$ cat config.mk
export PLATFORM = sky130hd
export DESIGN_NAME = tape_formatter_command_port
export DESIGN_NICKNAME = d
export VERILOG_FILES = /design/src/pkg/tape_cmd_pkg.sv /design/src/hw/tape_formatter_command_port.sv
export SDC_FILE = /design/constraint.sdc
export NUM_CORES = 1
export LEC_CHECK = 0
export BUFFER_PORTS_ARGS = -buffer_cell sky130_fd_sc_hd__buf_2
export CORE_MARGIN = 4
export CORE_UTILIZATION = 53
export CTS_BUF_LIST = sky130_fd_sc_hd__clkbuf_8
export CTS_CLUSTER_DIAMETER = 150
export DETAILED_ROUTE_END_ITERATION = 8
export PLACE_DENSITY = 0.86
export SYNTH_ARGS = -nofsm -noshare
export SYNTH_HDL_FRONTEND = slang
export SYNTH_SLANG_ARGS = --single-unit
$ cat constraint.sdc
create_clock -name clk -period 5.45 [get_ports clk]
set_input_delay 1.09 -clock clk [delete_from_list [all_inputs] [get_ports clk]]
set_output_delay 1.09 -clock clk [all_outputs]
set_load 0.005 [all_outputs]
$ cat src/pkg/tape_cmd_pkg.sv
// Constants shared by the tape formatter command port
package tape_cmd_pkg;

  // Bus and register map (byte addresses)
  localparam int ADDR_W = 4;
  localparam logic [3:0] CTRL_OFS = 4'h0;
  localparam logic [3:0] STATUS_OFS = 4'h4;
  localparam logic [3:0] CMD_OFS = 4'h8;

  // Control register fields and reset value
  localparam int CTRL_EXT_PAR_POS = 0;
  localparam int CTRL_EXT_DEN_POS = 1;
  localparam logic [1:0] CTRL_RESET = 2'h0;

  // Status register fields
  localparam int ST_BUSY_POS = 0;
  localparam int ST_SEL_POS = 1;
  localparam int ST_STRAP_POS = 2;
  localparam int ST_RUN_POS = 3;
  localparam int ST_LAST_POS = 4;
  localparam int ST_DRIVE_POS = 8;

  // Latched command fields
  localparam int CMD_W = 10;
  localparam int CMD_REV = 0;
  localparam int CMD_WRT = 1;
  localparam int CMD_WFM = 2;
  localparam int CMD_EDIT = 3;
  localparam int CMD_ERASE = 4;
  localparam int CMD_THR2 = 5;
  localparam int CMD_THR1 = 6;
  localparam int CMD_DEN = 7;
  localparam int CMD_PAR = 8;
  localparam int CMD_SEARCH = 9;
  localparam logic [CMD_W-1:0] CMD_RESET = 10'h000;

  // Timing: least interface pulse width
  localparam int CLK_PERIOD_NS = 20;
  localparam int PULSE_MIN_NS = 1000;
  localparam int PULSE_MIN_CYC = (PULSE_MIN_NS + CLK_PERIOD_NS - 1) / CLK_PERIOD_NS;

  // Command sequencer states
  typedef enum logic [1:0] {
    SEQ_IDLE,
    SEQ_RUN,
    SEQ_STOP
  } seq_state_e;

endpackage : tape_cmd_pkg

$ cat src/hw/tape_formatter_command_port.sv
// Controller-facing command and write-data port of a dual-mode tape formatter
//
// Implementation choices: the placing of the registers and the Avalon-MM slave port.
`timescale 1ns/10ps
`default_nettype none
// Summary of operation
// - Respond only when select matches strap address
// - Decode two address lines to one transport
// - Latch command lines on initiate trailing edge
// - Ready at initiate: accept, assert busy
// - Direction bit: reverse when set, else forward
// - Write bit: write when set, else read
// - File mark plus write records file mark
// - File mark alone searches; ends at file mark, or at load point in reverse
// - Edit in read reverse modifies stop delay
// - Edit plus write drives overwrite output
// - Erase plus write: dummy write until last
// - Erase, write, file mark: fixed erase
// - Threshold bits choose extra low, or high with a single-gap head
// - Seven-track density bit selects lower density
// - Seven-track parity bit selects even parity
// - Rewind, offline pulses pass through, no busy
// - Enable negated resets formatter, select ignored
// - Line 0 MSB; seven-track drops two MSBs
// - Internal parity from data and mode
// - One strobe per character samples data
// - Busy holds until tape motion stops

module tape_formatter_command_port
  import tape_cmd_pkg::*;
#(
  parameter int PULSE_CYC = tape_cmd_pkg::PULSE_MIN_CYC
) (
  // Clock, reset and enable
  input wire logic clk,
  input wire logic rst_n,
  input wire logic clk_en,
  // Avalon-MM slave
  input wire logic [tape_cmd_pkg::ADDR_W-1:0] avs_address,
  input wire logic avs_read,
  input wire logic avs_write,
  input wire logic [31:0] avs_writedata,
  input wire logic [3:0] avs_byteenable,
  output logic [31:0] avs_readdata,
  output logic avs_waitrequest,
  // Strap
  input wire logic strap_addr_one,
  // Controller command lines (low true)
  input wire logic formatter_select_n,
  input wire logic drive_addr_bit0_n,
  input wire logic drive_addr_bit1_n,
  input wire logic command_initiate_pulse_n,
  input wire logic reverse_direction_bit_n,
  input wire logic write_select_bit_n,
  input wire logic file_mark_bit_n,
  input wire logic edit_bit_n,
  input wire logic erase_bit_n,
  input wire logic extra_low_threshold_bit_n,
  input wire logic high_threshold_bit_n,
  input wire logic density_low_bit_n,
  input wire logic parity_even_bit_n,
  input wire logic tape_rewind_pulse_n,
  input wire logic offline_unload_pulse_n,
  input wire logic formatter_enable_level_n,
  // Controller write data (low true)
  input wire logic last_char_flag_n,
  input wire logic [0:7] write_char_lines_n,
  input wire logic write_parity_line_n,
  // Controller outputs (low true)
  output logic formatter_busy_n,
  output logic write_char_strobe_n,
  // Transport and tape logic status (active high)
  input wire logic transport_ready,
  input wire logic seven_track,
  input wire logic single_gap_head,
  input wire logic motion_stopped,
  input wire logic char_request,
  input wire logic op_done,
  input wire logic file_mark_found,
  input wire logic load_point,
  // Transport outputs (low true)
  output logic [3:0] drive_select_n,
  output logic fwd_motion_n,
  output logic rev_motion_n,
  output logic set_write_n,
  output logic overwrite_out_n,
  output logic rewind_cmd_n,
  output logic offline_cmd_n,
  output logic extra_low_thr_n,
  output logic high_thr_n,
  output logic density_low_n,
  output logic parity_even_n,
  // Write and read logic controls (active high)
  output logic [8:0] write_word,
  output logic write_word_valid,
  output logic write_word_last,
  output logic dummy_write,
  output logic file_mark_write,
  output logic fixed_erase,
  output logic file_search,
  output logic edit_stop_delay
);
  import tape_cmd_pkg::*;

  if (PULSE_CYC < 1 || PULSE_CYC > 255) begin : g_bad_pulse
    $error("PULSE_CYC out of range");
  end

  ////////////////////////////////////////////////////////////////////////////
  // State declarations
  seq_state_e state_reg, state_next;
  logic [CMD_W-1:0] cmd_reg;
  logic [1:0] ctrl_reg;
  logic strap_reg;
  logic strap_done_reg;
  logic go_prev_reg;
  logic [7:0] strobe_cnt_reg;
  logic strobe_on_reg;
  logic last_seen_reg;
  logic busy_reg;
  logic [3:0] drive_sel_reg;
  logic wait_reg;
  logic [31:0] rdata_reg;
  logic rew_reg;
  logic ofl_reg;
  logic fwd_reg;
  logic rev_reg;
  logic [8:0] word_reg;
  logic word_valid_reg;
  logic word_last_reg;
  logic [7:0] xport_reg;
  logic [4:0] mode_reg;

  ////////////////////////////////////////////////////////////////////////////
  // Input decode
  wire enabled = ~formatter_enable_level_n;
  wire go_act = ~command_initiate_pulse_n;
  wire go_trail = go_prev_reg & ~go_act;
  wire addr_match = (~formatter_select_n) == strap_reg;
  wire [1:0] drive_addr = {~drive_addr_bit1_n, ~drive_addr_bit0_n};
  wire [3:0] drive_dec = 4'h1 << drive_addr;
  wire ready = (state_reg == SEQ_IDLE) && transport_ready && strap_done_reg;
  wire accept = go_trail && addr_match && ready && enabled;
  wire [CMD_W-1:0] cmd_in = {
    ~file_mark_bit_n & write_select_bit_n,
    ~parity_even_bit_n, ~density_low_bit_n, ~high_threshold_bit_n,
    ~extra_low_threshold_bit_n, ~erase_bit_n, ~edit_bit_n,
    ~file_mark_bit_n, ~write_select_bit_n, ~reverse_direction_bit_n
  };
  wire is_wrt = cmd_reg[CMD_WRT];
  wire is_rev = cmd_reg[CMD_REV];
  wire is_search = cmd_reg[CMD_SEARCH];
  wire is_erase = cmd_reg[CMD_ERASE] & is_wrt;

  ////////////////////////////////////////////////////////////////////////////
  // Write data path
  wire [7:0] line_data = ~write_char_lines_n; // Line 0 lands in bit 7
  wire [7:0] char_data = seven_track ? (line_data & 8'h3F) : line_data;
  wire even_mode = seven_track & cmd_reg[CMD_PAR];
  wire gen_parity = even_mode ? (^char_data) : ~(^char_data);
  wire ext_par = ctrl_reg[CTRL_EXT_PAR_POS];
  wire parity_bit = ext_par ? ~write_parity_line_n : gen_parity;
  wire strobe_end = strobe_on_reg && (strobe_cnt_reg == 8'(PULSE_CYC - 1));
  wire strobe_start = (state_reg == SEQ_RUN) && is_wrt && char_request
    && !strobe_on_reg && !last_seen_reg && !cmd_reg[CMD_WFM];

  ////////////////////////////////////////////////////////////////////////////
  // Sequencer next state
  wire run_end = is_search ? (file_mark_found || (is_rev && load_point)) : op_done;
  always_comb begin
    state_next = state_reg;
    case (state_reg)
      SEQ_IDLE: begin
        if (accept) begin
          state_next = SEQ_RUN;
        end
      end
      SEQ_RUN: begin
        if (run_end) begin
          state_next = SEQ_STOP;
        end
      end
      SEQ_STOP: begin
        if (motion_stopped) begin
          state_next = SEQ_IDLE;
        end
      end
      default: begin
        state_next = SEQ_IDLE;
      end
    endcase
  end

  ////////////////////////////////////////////////////////////////////////////
  // Register bus decode
  wire bus_req = avs_read | avs_write;
  wire bus_done = bus_req & ~wait_reg;
  wire hit_ctrl = avs_address == CTRL_OFS;
  wire hit_status = avs_address == STATUS_OFS;
  wire hit_cmd = avs_address == CMD_OFS;
  wire ctrl_wr = bus_done & avs_write & hit_ctrl & avs_byteenable[0];
  wire [31:0] status_word = (32'(drive_sel_reg) << ST_DRIVE_POS)
    | (32'(last_seen_reg) << ST_LAST_POS)
    | (32'(state_reg == SEQ_RUN) << ST_RUN_POS)
    | (32'(strap_reg) << ST_STRAP_POS)
    | (32'(addr_match) << ST_SEL_POS)
    | (32'(busy_reg) << ST_BUSY_POS);
  wire [31:0] read_mux = hit_ctrl ? 32'(ctrl_reg)
    : hit_status ? status_word
    : hit_cmd ? 32'(cmd_reg)
    : 32'h0000_0000;

  ////////////////////////////////////////////////////////////////////////////
  // Bus handshake: one wait cycle, then answer
  always_ff @(posedge clk or negedge rst_n) begin
    if (!rst_n) begin
      wait_reg <= 1'b1;
      rdata_reg <= 32'h0000_0000;
      ctrl_reg <= CTRL_RESET;
    end else if (clk_en) begin
      wait_reg <= ~(bus_req & wait_reg);
      if (bus_req & wait_reg) begin
        rdata_reg <= read_mux;
      end
      if (ctrl_wr) begin
        ctrl_reg <= avs_writedata[1:0];
      end
    end
  end

  // Strap caught once after reset release
  always_ff @(posedge clk or negedge rst_n) begin
    if (!rst_n) begin
      strap_reg <= 1'b0;
      strap_done_reg <= 1'b0;
    end else if (clk_en && !strap_done_reg) begin
      strap_reg <= strap_addr_one;
      strap_done_reg <= 1'b1;
    end
  end

  ////////////////////////////////////////////////////////////////////////////
  // Command latch and sequencer
  always_ff @(posedge clk or negedge rst_n) begin
    if (!rst_n) begin
      state_reg <= SEQ_IDLE;
      cmd_reg <= CMD_RESET;
      busy_reg <= 1'b0;
      go_prev_reg <= 1'b0;
    end else if (clk_en) begin
      go_prev_reg <= go_act;
      if (!enabled) begin
        state_reg <= SEQ_IDLE;
        busy_reg <= 1'b0;
      end else begin
        state_reg <= state_next;
        busy_reg <= (state_next != SEQ_IDLE);
        if (accept) begin
          cmd_reg <= cmd_in;
        end
      end
    end
  end

  // Drive select follows the address lines while addressed
  always_ff @(posedge clk or negedge rst_n) begin
    if (!rst_n) begin
      drive_sel_reg <= 4'h1;
    end else if (clk_en && addr_match) begin
      drive_sel_reg <= drive_dec;
    end
  end

  ////////////////////////////////////////////////////////////////////////////
  // Pass-through rewind and off-line pulses, no busy
  always_ff @(posedge clk or negedge rst_n) begin
    if (!rst_n) begin
      rew_reg <= 1'b0;
      ofl_reg <= 1'b0;
    end else if (clk_en) begin
      rew_reg <= ~tape_rewind_pulse_n & addr_match & enabled;
      ofl_reg <= ~offline_unload_pulse_n & addr_match & enabled;
    end
  end

  ////////////////////////////////////////////////////////////////////////////
  // Write strobe generation and character capture
  always_ff @(posedge clk or negedge rst_n) begin
    if (!rst_n) begin
      strobe_on_reg <= 1'b0;
      strobe_cnt_reg <= 8'h00;
      last_seen_reg <= 1'b0;
      word_reg <= 9'h000;
      word_valid_reg <= 1'b0;
      word_last_reg <= 1'b0;
    end else if (clk_en) begin
      word_valid_reg <= 1'b0;
      word_last_reg <= 1'b0;
      if (!enabled || accept) begin
        strobe_on_reg <= 1'b0;
        strobe_cnt_reg <= 8'h00;
        last_seen_reg <= 1'b0;
      end else if (strobe_start) begin
        strobe_on_reg <= 1'b1;
        strobe_cnt_reg <= 8'h00;
      end else if (strobe_end) begin
        strobe_on_reg <= 1'b0;
        word_reg <= {parity_bit, char_data};
        word_valid_reg <= 1'b1;
        word_last_reg <= ~last_char_flag_n;
        last_seen_reg <= ~last_char_flag_n;
      end else if (strobe_on_reg) begin
        strobe_cnt_reg <= strobe_cnt_reg + 8'h01;
      end
    end
  end

  ////////////////////////////////////////////////////////////////////////////
  // Transport levels and mode outputs, registered from the latched command
  wire cmd_next_rev = accept ? cmd_in[CMD_REV] : is_rev;
  wire [7:0] xport_next = {
    1'b0,
    is_wrt,
    cmd_reg[CMD_EDIT] & is_wrt,
    cmd_reg[CMD_THR2],
    cmd_reg[CMD_THR1] & single_gap_head,
    cmd_reg[CMD_DEN] & seven_track & ctrl_reg[CTRL_EXT_DEN_POS],
    even_mode,
    1'b0
  };
  wire [4:0] mode_next = {
    is_erase & ~cmd_reg[CMD_WFM],
    cmd_reg[CMD_WFM] & is_wrt & ~is_erase,
    is_erase & cmd_reg[CMD_WFM],
    is_search,
    cmd_reg[CMD_EDIT] & is_rev & ~is_wrt
  };

  always_ff @(posedge clk or negedge rst_n) begin
    if (!rst_n) begin
      fwd_reg <= 1'b0;
      rev_reg <= 1'b0;
      xport_reg <= 8'h00;
      mode_reg <= 5'h00;
    end else if (clk_en) begin
      fwd_reg <= (state_next == SEQ_RUN) && enabled && !cmd_next_rev;
      rev_reg <= (state_next == SEQ_RUN) && enabled && cmd_next_rev;
      xport_reg <= xport_next;
      mode_reg <= mode_next;
    end
  end

  ////////////////////////////////////////////////////////////////////////////
  // Output assignments
  assign avs_readdata = rdata_reg;
  assign avs_waitrequest = wait_reg;
  assign formatter_busy_n = ~busy_reg;
  assign write_char_strobe_n = ~strobe_on_reg;
  assign drive_select_n = ~drive_sel_reg;
  assign fwd_motion_n = ~fwd_reg;
  assign rev_motion_n = ~rev_reg;
  assign set_write_n = ~xport_reg[6];
  assign overwrite_out_n = ~xport_reg[5];
  assign extra_low_thr_n = ~xport_reg[4];
  assign high_thr_n = ~xport_reg[3];
  assign density_low_n = ~xport_reg[2];
  assign parity_even_n = ~xport_reg[1];
  assign rewind_cmd_n = ~rew_reg;
  assign offline_cmd_n = ~ofl_reg;
  assign write_word = word_reg;
  assign write_word_valid = word_valid_reg;
  assign write_word_last = word_last_reg;
  assign dummy_write = mode_reg[4];
  assign file_mark_write = mode_reg[3];
  assign fixed_erase = mode_reg[2];
  assign file_search = mode_reg[1];
  assign edit_stop_delay = mode_reg[0];

  logic [7:0] low_len_reg;
  always_ff @(posedge clk or negedge rst_n) begin
    if (!rst_n) begin
      low_len_reg <= 8'h00;
    end else if (clk_en) begin
      low_len_reg <= strobe_on_reg ? low_len_reg + 8'h01 : 8'h00;
    end
  end
endmodule : tape_formatter_command_port
`default_nettype wire

==> results of run 1 <==
through the flow:
| stage | power, mW | hold slack, ns | instances |
|---|---|---|---|
| floorplan | 0.7681 | 0.4413 | 357 |
| global placement | 0.8544 | 0.4519 | 491 |
| detailed placement | 0.8632 | 0.4664 | 491 |
| CTS | 1.231 | 0.4825 | 507 |
| global route | 1.290 | 0.5006 | 507 |
| finish | 1.222 | 0.4776 | 507 |
worst paths after layout:
path	endpoint	depth (start not counted)
max reg2reg	write_word[6]	6
min in group asynchronous	avs_readdata[10]	2
max	cmd_reg[2]	6
max in group asynchronous	ctrl_reg[1]	2
min reg2reg	avs_readdata[8]	2
min	avs_readdata[8]	2
worst reg2reg max path, delay by kind of cell, from the launching register on:
kind                     cells  cell delay, ns
AO/OA/AOI/OAI                1            0.26
flip-flops                   1            0.43
buffers and inverters        1            0.09
adder cells (fa/ha/maj)      1            0.13
AND/OR/NAND/NOR              3            1.46
power by group through the flow:
stage | combinational (mW) | sequential [mW] | clock [mW]
2_1_floorplan | 0.127 | 0.641 | 0
3_3_place_gp | 0.193 | 0.661 | 0
3_5_place_dp | 0.199 | 0.665 | 0
4_1_cts | 0.201 | 0.655 | 0.376
5_1_grt | 0.227 | 0.665 | 0.398
6_report | 0.199 | 0.655 | 0.368
per-layer routing:
| layer | vias up | wire length [um] | GRT usage (%) |
|---|---|---|---|
| met2 | 98 | 3754 | 33.97 |
| met4 | 0 | 157 | 10.04 |
| met5 | - | 0 | 0 |
| li1 | 1297 | - | - |
| met1 | 1245 | 3073 | 27.30 |
| met3 | 15 | 565 | 4.825 |
kinds of logic (layout without fill, tap and decap cells):
| family | count (synthesis) | in the layout |
|---|---|---|
| flops | 71 | 71 |
| simple gates | 105 | 105 |
| mux | 5 | 5 |
| fa+ha+maj | 2 | 2 |
| compound gates | 80 | 80 |
| other cells | 1 | 20 |
| buf+inv | 61 | 136 |
| xor+xnor | 13 | 13 |
area by class of cell:
class,instances,area [um^2]
tap,75,93.84
multi-input combinational,225,1306
inverter,27,101.3
fill,502,2100
sequential,71,1779
clock inverter,6,37.54
clock buffer,10,137.6
timing repair buffer,93,470.5
placed cells by master, fill, tap and decap left out, types with 3 or more instances in the layout:
cell type,n
nand3_1,6
a22o_1,3
o22ai_1,3
o21ai_0,31
and2_1,3
xnor2_1,7
buf_2,91
o21ai_1,8
nor3_1,3
a22oi_1,4
dfrtp_1,69
mux2_2,3
nand2_1,39
inv_1,28
nand3b_1,3
a21oi_1,14
o31ai_1,3
nand4_1,6
xor2_1,5
clkbuf_8,10
nand2b_1,6
nor2b_1,3
conb_1,20
nor2_1,22
==> impl_metrics.ini, run 1 <==
[logic_synthesis]
synth_edf_count = 0
synth_compound_area_share_pct = 15.02
async_reset_ff_share_pct = 100.0
synth_top_area_cell = dfrtp_1
synth_area_leaders = dfrtp_1 52%, o21ai_0 4.7%, buf_4 4.5%
yosysSeqAreaShare_pct = 53.38
synth_xor_area_share_pct = 3.829
synth_most_common_cell = dfrtp_1
synth_area_mm2 = 0.003333
yosysTopAreaCellShare_pct = 51.80
netlist_top_cells_count = 69 x dfrtp_1, 39 x nand2_1, 31 x o21ai_0
ys_types = 50
synth_seq_cells = 71
synthCells = 338
synth_simple_gate_area_share_pct = 15.73
synth-warning-count = 0
synth_top_family_by_area = simple AND/OR/NAND/NOR gates
synthAdderAreaFrac_pct = 0.7508
synth.avg_cell_area_um2 = 9.862
synth_mux_area_share_pct = 1.614
synth-main-ff-cell = dfrtp_1

[die]
die_y_um = 87.31
start_util_pct = 55.32
dieArea_mm2 = 0.007622
die_width_um = 87.31
ios = 145
rows = 28
core-area_mm2 = 0.006026

[clocking]
cts.sinks = 71
ctsResizeCount = 0
cts_tree = built
cts_root_buf = clkbuf_8
insertion_delay_ns = 0.34
cts.path.max_buffers = 2
cts_max_level = 3
cts_hold_buf = 0
clk_pin_slew_ns = 0.08
cts_made_buffers = 9
cts_setup_buffers = 0

[critical_path]
path_class = primary input to flip-flop
critPathTopFamily = simple AND/OR/NAND/NOR gates
startpoint = clk_en
r2r-start = strobe_cnt_reg[1]
crit_path_top_delay_cell = and2_1
rrSetupSlack_ns = 2.97
cp.required_ns = 5.71
timing.critical_path.buf_inv = 2
cpMostUsedCell = nor2_1
crit_fanout = 38
arrival_ns = 3.33
end_kind = flip-flop
path_cells = buf_2 > inv_1 > nor2_1 > and2_1 > nor2_1 > a21oi_1
cpPeakStageDelay_ns = 0.63
critPathLaunchType = primary input

[layout]
diodes = 0
area_delta_synth_final_pct = 17.79
largest_reg_flops = 12
drive_gt1_share_pct = 27.55
fin_area_mm2 = 0.003926
utilization_pct = 65.16
finalNetCount = 509

[power_and_ir_drop]
clkPwrFrac_pct = 30.1
pwr-share-seq_pct = 53.6
powerDensity_mw_per_mm2 = 311.2
ir_worst_vdd_mv = 0.2111
p_comb_share_pct = 16.3
p_sw_share_pct = 29.71
p_sw_mw = 0.3630
internal_power_mw = 0.8587
p_leak_nw = 1.903

[global_routing]
grt_overflow = 0
grt_usage_pct = 21.24
grt_max_degree = 72
grt_pass1_vias = 2585
grt_pass1_wl_um = 12440
antenna_found_initial = 0

[drt]
wl_per_cell_um = 14.89
ant_nets = 0
vias = 2655
viasPerCell = 5.237
drc = 0
routed_wirelength_um = 7550
drt_iter0_markers = 127
drt-pass1-iter-count = 5

[min_path]
hold_path_class = flip-flop to flip-flop
hp-start = avs_readdata[8]

[placement]
place_congestion = 0.8350
dp_hpwl_um = 5519
placed_area_mm2 = 0.003751
io_buffer_count = 91
place_ws_ns = 2.112

[sta]
fin_crit_sh_pct = 56.30
finClkSkew_ns = 0.01192
setup-tns-final_ns = 0
rsz0062_at_grt = false
relSlewSlack_pct = 41.08
setup_viol = 0
fin_ws_ns = 2.382
min_period_ns = 3.068
worstMarginPinSlew_ns = 0.8838
max_freq_mhz = 325.9
finalHoldViolations = 0
drv_slew = 0

[flow_run]
cap_violations = 0

[status]
status = finished, final reports clean
(Power assumes the default switching activity.)
==> inputs of run 2 (changes only) <==
CORE_UTILIZATION = 49   (was 53)
PLACE_DENSITY = 0.8   (was 0.86)
clock period = 2.85 ns   (was 5.45 ns; I/O delays follow)
==> impl_metrics.ini, run 2 (synthesized netlist as in run 1, its figures left out) <==
[status]
status = finished, final reports clean

[global_routing]
grt_max_degree = 72
grt_overflow = 0
grt_pass1_wl_um = 12610
grt_pass1_vias = 2579
antenna_found_initial = 0
grt_usage_pct = 19.04

[layout]
drive_gt1_share_pct = 28.38
diodes = 0
largest_reg_flops = 12
utilization_pct = 61.74
final_cell_mix = 91 x buf_2, 69 x dfrtp_1, 39 x nand2_1
area_delta_synth_final_pct = 19.63
finalNetCount = 514
layout_commonest_cell = buf_2

[placement]
dp_hpwl_um = 5522
io_buffer_count = 91
place_congestion = 0.8380

[die]
die_width_um = 90.48
die_y_um = 90.48
core-area_mm2 = 0.006459
dieArea_mm2 = 0.008186
start_util_pct = 51.61
ios = 145
rows = 29

[clocking]
ctsResizeCount = 0
cts_made_buffers = 9
cts.sinks = 71
cts_hold_buf = 0
cts.path.max_buffers = 2
clk_pin_slew_ns = 0.07
cts_tree = built
cts_setup_buffers = 0
cts_max_level = 3
insertion_delay_ns = 0.34
cts_root_buf = clkbuf_8

[sta]
finalHoldViolations = 0
rsz0062_at_grt = false
min_period_ns = 2.413
fin_crit_sh_pct = 84.68
drv_slew = 0
max_freq_mhz = 414.4
setup-tns-final_ns = 0
hold_slack_ns = 0.2188
setup_viol = 0
finClkSkew_ns = 0.008830

[power_and_ir_drop]
powerDensity_mw_per_mm2 = 597.3
pwr-share-seq_pct = 52.6
p_sw_mw = 0.7047
ir_worst_vdd_mv = 0.3905
power_mw = 2.382
p_sw_share_pct = 29.59
p_leak_nw = 1.936
p_comb_share_pct = 16.2
internal_power_mw = 1.677
clkPwrFrac_pct = 31.2

[critical_path]
crit_fanout = 21
path_class = flip-flop to flip-flop
cp.required_ns = 3.10
end_kind = flip-flop
critPathLaunchType = flip-flop
arrival_ns = 2.67

[drt]
drc = 0
viasPerCell = 5.198
drt_iter0_markers = 118
wl_per_cell_um = 14.81
ant_nets = 0
vias = 2672
drt-pass1-iter-count = 4
routed_wirelength_um = 7612

[min_path]
hold_path_class = primary input to async pin

[flow_run]
cap_violations = 0
[run 2: changes by cell type in the layout (fill, tap and decap cells not counted), sizes merged]
cell	previous run	this run
buf	93	98
clkbuf	10	11
clkinv	3	1
inv	28	29
[run 2: critical path: stages, from the launching register on]
cell and delay (ns):
dfrtp_1 0.42, inv_1 0.07, ha_1 0.13, or4b_1 0.42, or4_4 0.46, or4_4 0.59
o31ai_1 0.23
[run 2: path summary, 6_finish.rpt]
| kind | end | from | slack [ns] | cells past startpoint |
|---|---|---|---|---|
| worst max-delay path | write_word[6] | strobe_cnt_reg[1] | 0.44 | 6 |
| worst min-delay path | write_word[2] | rst_n | 0.22 | 2 |
| worst max register to register | write_word[6] | strobe_cnt_reg[1] | 0.44 | 6 |
| worst min register to register | avs_readdata[0] | avs_readdata[0] | 0.47 | 2 |
| max in group asynchronous | drive_sel_reg[0] | rst_n | 2.27 | 2 |
| min in group clk | cmd_reg[3] | edit_bit_n | 0.39 | 2 |
[run 2: routing by layer]
| metal | vias to the layer above | part of all wire (%) | wire (um) | track usage [%] |
|---|---|---|---|---|
| li1 | 1305 | - | - | - |
| met2 | 81 | 49 | 3692 | 29.89 |
| met4 | 0 | 1.6 | 122 | 7.270 |
| met3 | 8 | 5.3 | 405 | 4.667 |
| met1 | 1278 | 45 | 3390 | 25.47 |
| met5 | - | 0 | 0 | 0 |
[run 2: stage by stage]
step | worst slack [ns] | std cells | area (um^2)
after global routing | 0.3512 | 514 | 3988
after floorplan | 0.5774 | 357 | 3405
after CTS | 0.4213 | 514 | 3988
final | 0.4366 | 514 | 3988
after global placement | 0.4805 | 498 | 3804
after detailed placement | 0.4238 | 498 | 3804
[run 2: cell type report]
type	instances	area [um^2]
well taps	77	96.34
multi-input cells	225	1306
fillers	572	2471
clock inverters	5	32.53
inverters	27	101.3
clock buffers	11	151.4
repair buffers	98	520.5
flip-flops and latches	71	1779
[run 2: power by group through the flow]
stage | clock, mW | sequential (mW) | combinational [mW]
after floorplan | 0 | 1.23 | 0.243
after global placement | 0 | 1.27 | 0.380
after detailed placement | 0 | 1.27 | 0.390
after CTS | 0.766 | 1.25 | 0.393
after global routing | 0.806 | 1.27 | 0.448
final | 0.742 | 1.25 | 0.387
==> inputs of run 3 (changes only) <==
clock period = 2.5 ns   (was 2.85 ns; I/O delays follow)
==> impl_metrics.ini, run 3 (synthesized netlist as in run 1, its figures left out) <==
[status]
status = finished, final reports clean

[clocking]
cts_root_buf = clkbuf_8
cts_made_buffers = 9
cts.sinks = 71
insertion_delay_ns = 0.35
cts_tree = built
clk_pin_slew_ns = 0.08
cts_max_level = 3
cts.path.max_buffers = 2
cts_hold_buf = 0

[sta]
setup-tns-final_ns = 0
finalHoldViolations = 0
min_period_ns = 2.430
finClkSkew_ns = 0.01089
rsz0062_at_grt = true
setup_viol = 0
drv_slew = 0
fin_crit_sh_pct = 97.18
max_freq_mhz = 411.6

[placement]
dp_hpwl_um = 5775
io_buffer_count = 91
place_congestion = 0.8291

[flow_run]
cap_violations = 0

[critical_path]
arrival_ns = 2.66
critPathLaunchType = flip-flop
path_class = flip-flop to flip-flop
cp.required_ns = 2.73
crit_fanout = 6
end_kind = flip-flop

[layout]
area_delta_synth_final_pct = 22.45
final_cell_mix = 91 x buf_2, 69 x dfrtp_1, 39 x nand2_1
utilization_pct = 63.19
finalNetCount = 520
layout_commonest_cell = buf_2
diodes = 0
largest_reg_flops = 12
drive_gt1_share_pct = 29.57

[die]
die_y_um = 90.48
ios = 145
core-area_mm2 = 0.006459
die_width_um = 90.48
start_util_pct = 51.61
dieArea_mm2 = 0.008186
rows = 29

[power_and_ir_drop]
ir_worst_vdd_mv = 0.4139
power_mw = 2.884
powerDensity_mw_per_mm2 = 706.7
p_leak_nw = 1.974

[global_routing]
antenna_found_initial = 0
grt_pass1_vias = 2674
grt_max_degree = 38
grt_pass1_wl_um = 12700
grt_overflow = 0
grt_usage_pct = 19.18

[drt]
drt_iter0_markers = 126
ant_nets = 0
drt-pass1-iter-count = 4
viasPerCell = 5.208
wl_per_cell_um = 15.07
routed_wirelength_um = 7835
vias = 2708
drc = 0

[min_path]
hold_path_class = primary input to async pin
==> run 3: cell count changes in the layout (fill, tap and decap cells not counted), sizes merged <==
cell / delta
inv: +1
clkinv: -1
clkbuf: -2
bufinv: +2
buf: +4
or4: +2
==> run 3: repair_timing <==
action / 4_1_cts / 5_1_grt
gates resized for setup: 0 / 3
endpoints found under the setup margin: 0 / 8
setup buffers: 0 / 2
==> run 3: report_power, final <==
group | leakage [nW] | internal (mW) | switching [mW]
combinational | 0.927 | 0.210 | 0.240
sequential | 0.940 | 1.29 | 0.132
clock | 0.108 | 0.565 | 0.446
==> run 3: through the flow <==
| step | hold WS [ns] | instances | setup slack [ns] | instance area (um^2) |
|---|---|---|---|---|
| global placement | 0.4532 | 500 | 0.1140 | 3819 |
| floorplan | 0.2044 | 357 | 0.2274 | 3405 |
| detailed placement | 0.4584 | 500 | 0.07810 | 3819 |
| finish | 0.08757 | 520 | 0.07042 | 4081 |
| global route | 0.1107 | 520 | -0.04782 | 4081 |
| CTS | 0.08285 | 516 | 0.06642 | 4039 |
==> run 3: path summary, 6_finish.rpt <==
| path | startpoint | to | slack [ns] | cells past startpoint |
|---|---|---|---|---|
| worst min register to register | avs_readdata[1] | avs_readdata[1] | 0.48 | 2 |
| worst max-delay path | strobe_cnt_reg[1] | write_word[7] | 0.07 | 7 |
| max in group asynchronous | rst_n | avs_waitrequest | 1.79 | 2 |
| worst min-delay path | rst_n | state_reg[1] | 0.09 | 1 |
| min in group clk | high_threshold_bit_n | cmd_reg[6] | 0.31 | 2 |
| worst max register to register | strobe_cnt_reg[1] | write_word[7] | 0.07 | 7 |
==> run 3: critical path, stage by stage, from the launching register on <==
cell	delay, ns
dfrtp_1	0.42
inv_1	0.07
ha_1	0.13
or4b_1	0.42
or4_4	0.48
or4_4	0.62
nand2_2	0.12
o31ai_4	0.06
==> run 3: metal layers <==
layer	routed length [um]	GRT usage, %	vias to the layer above
li1	-	-	1319
met1	3356	24.31	1295
met2	3933	31.69	82
met3	405	4.417	12
met4	139	7.653	0
met5	0	0	-
==> run 3: layout make-up <==
cell class / count / area [um^2]
clock buffer: 9 / 123.9
clock inverter: 7 / 96.34
fill: 545 / 2377
inverter: 27 / 101.3
multi-input combinational: 227 / 1334
sequential: 71 / 1779
tap: 77 / 96.34
timing repair buffer: 102 / 550.5
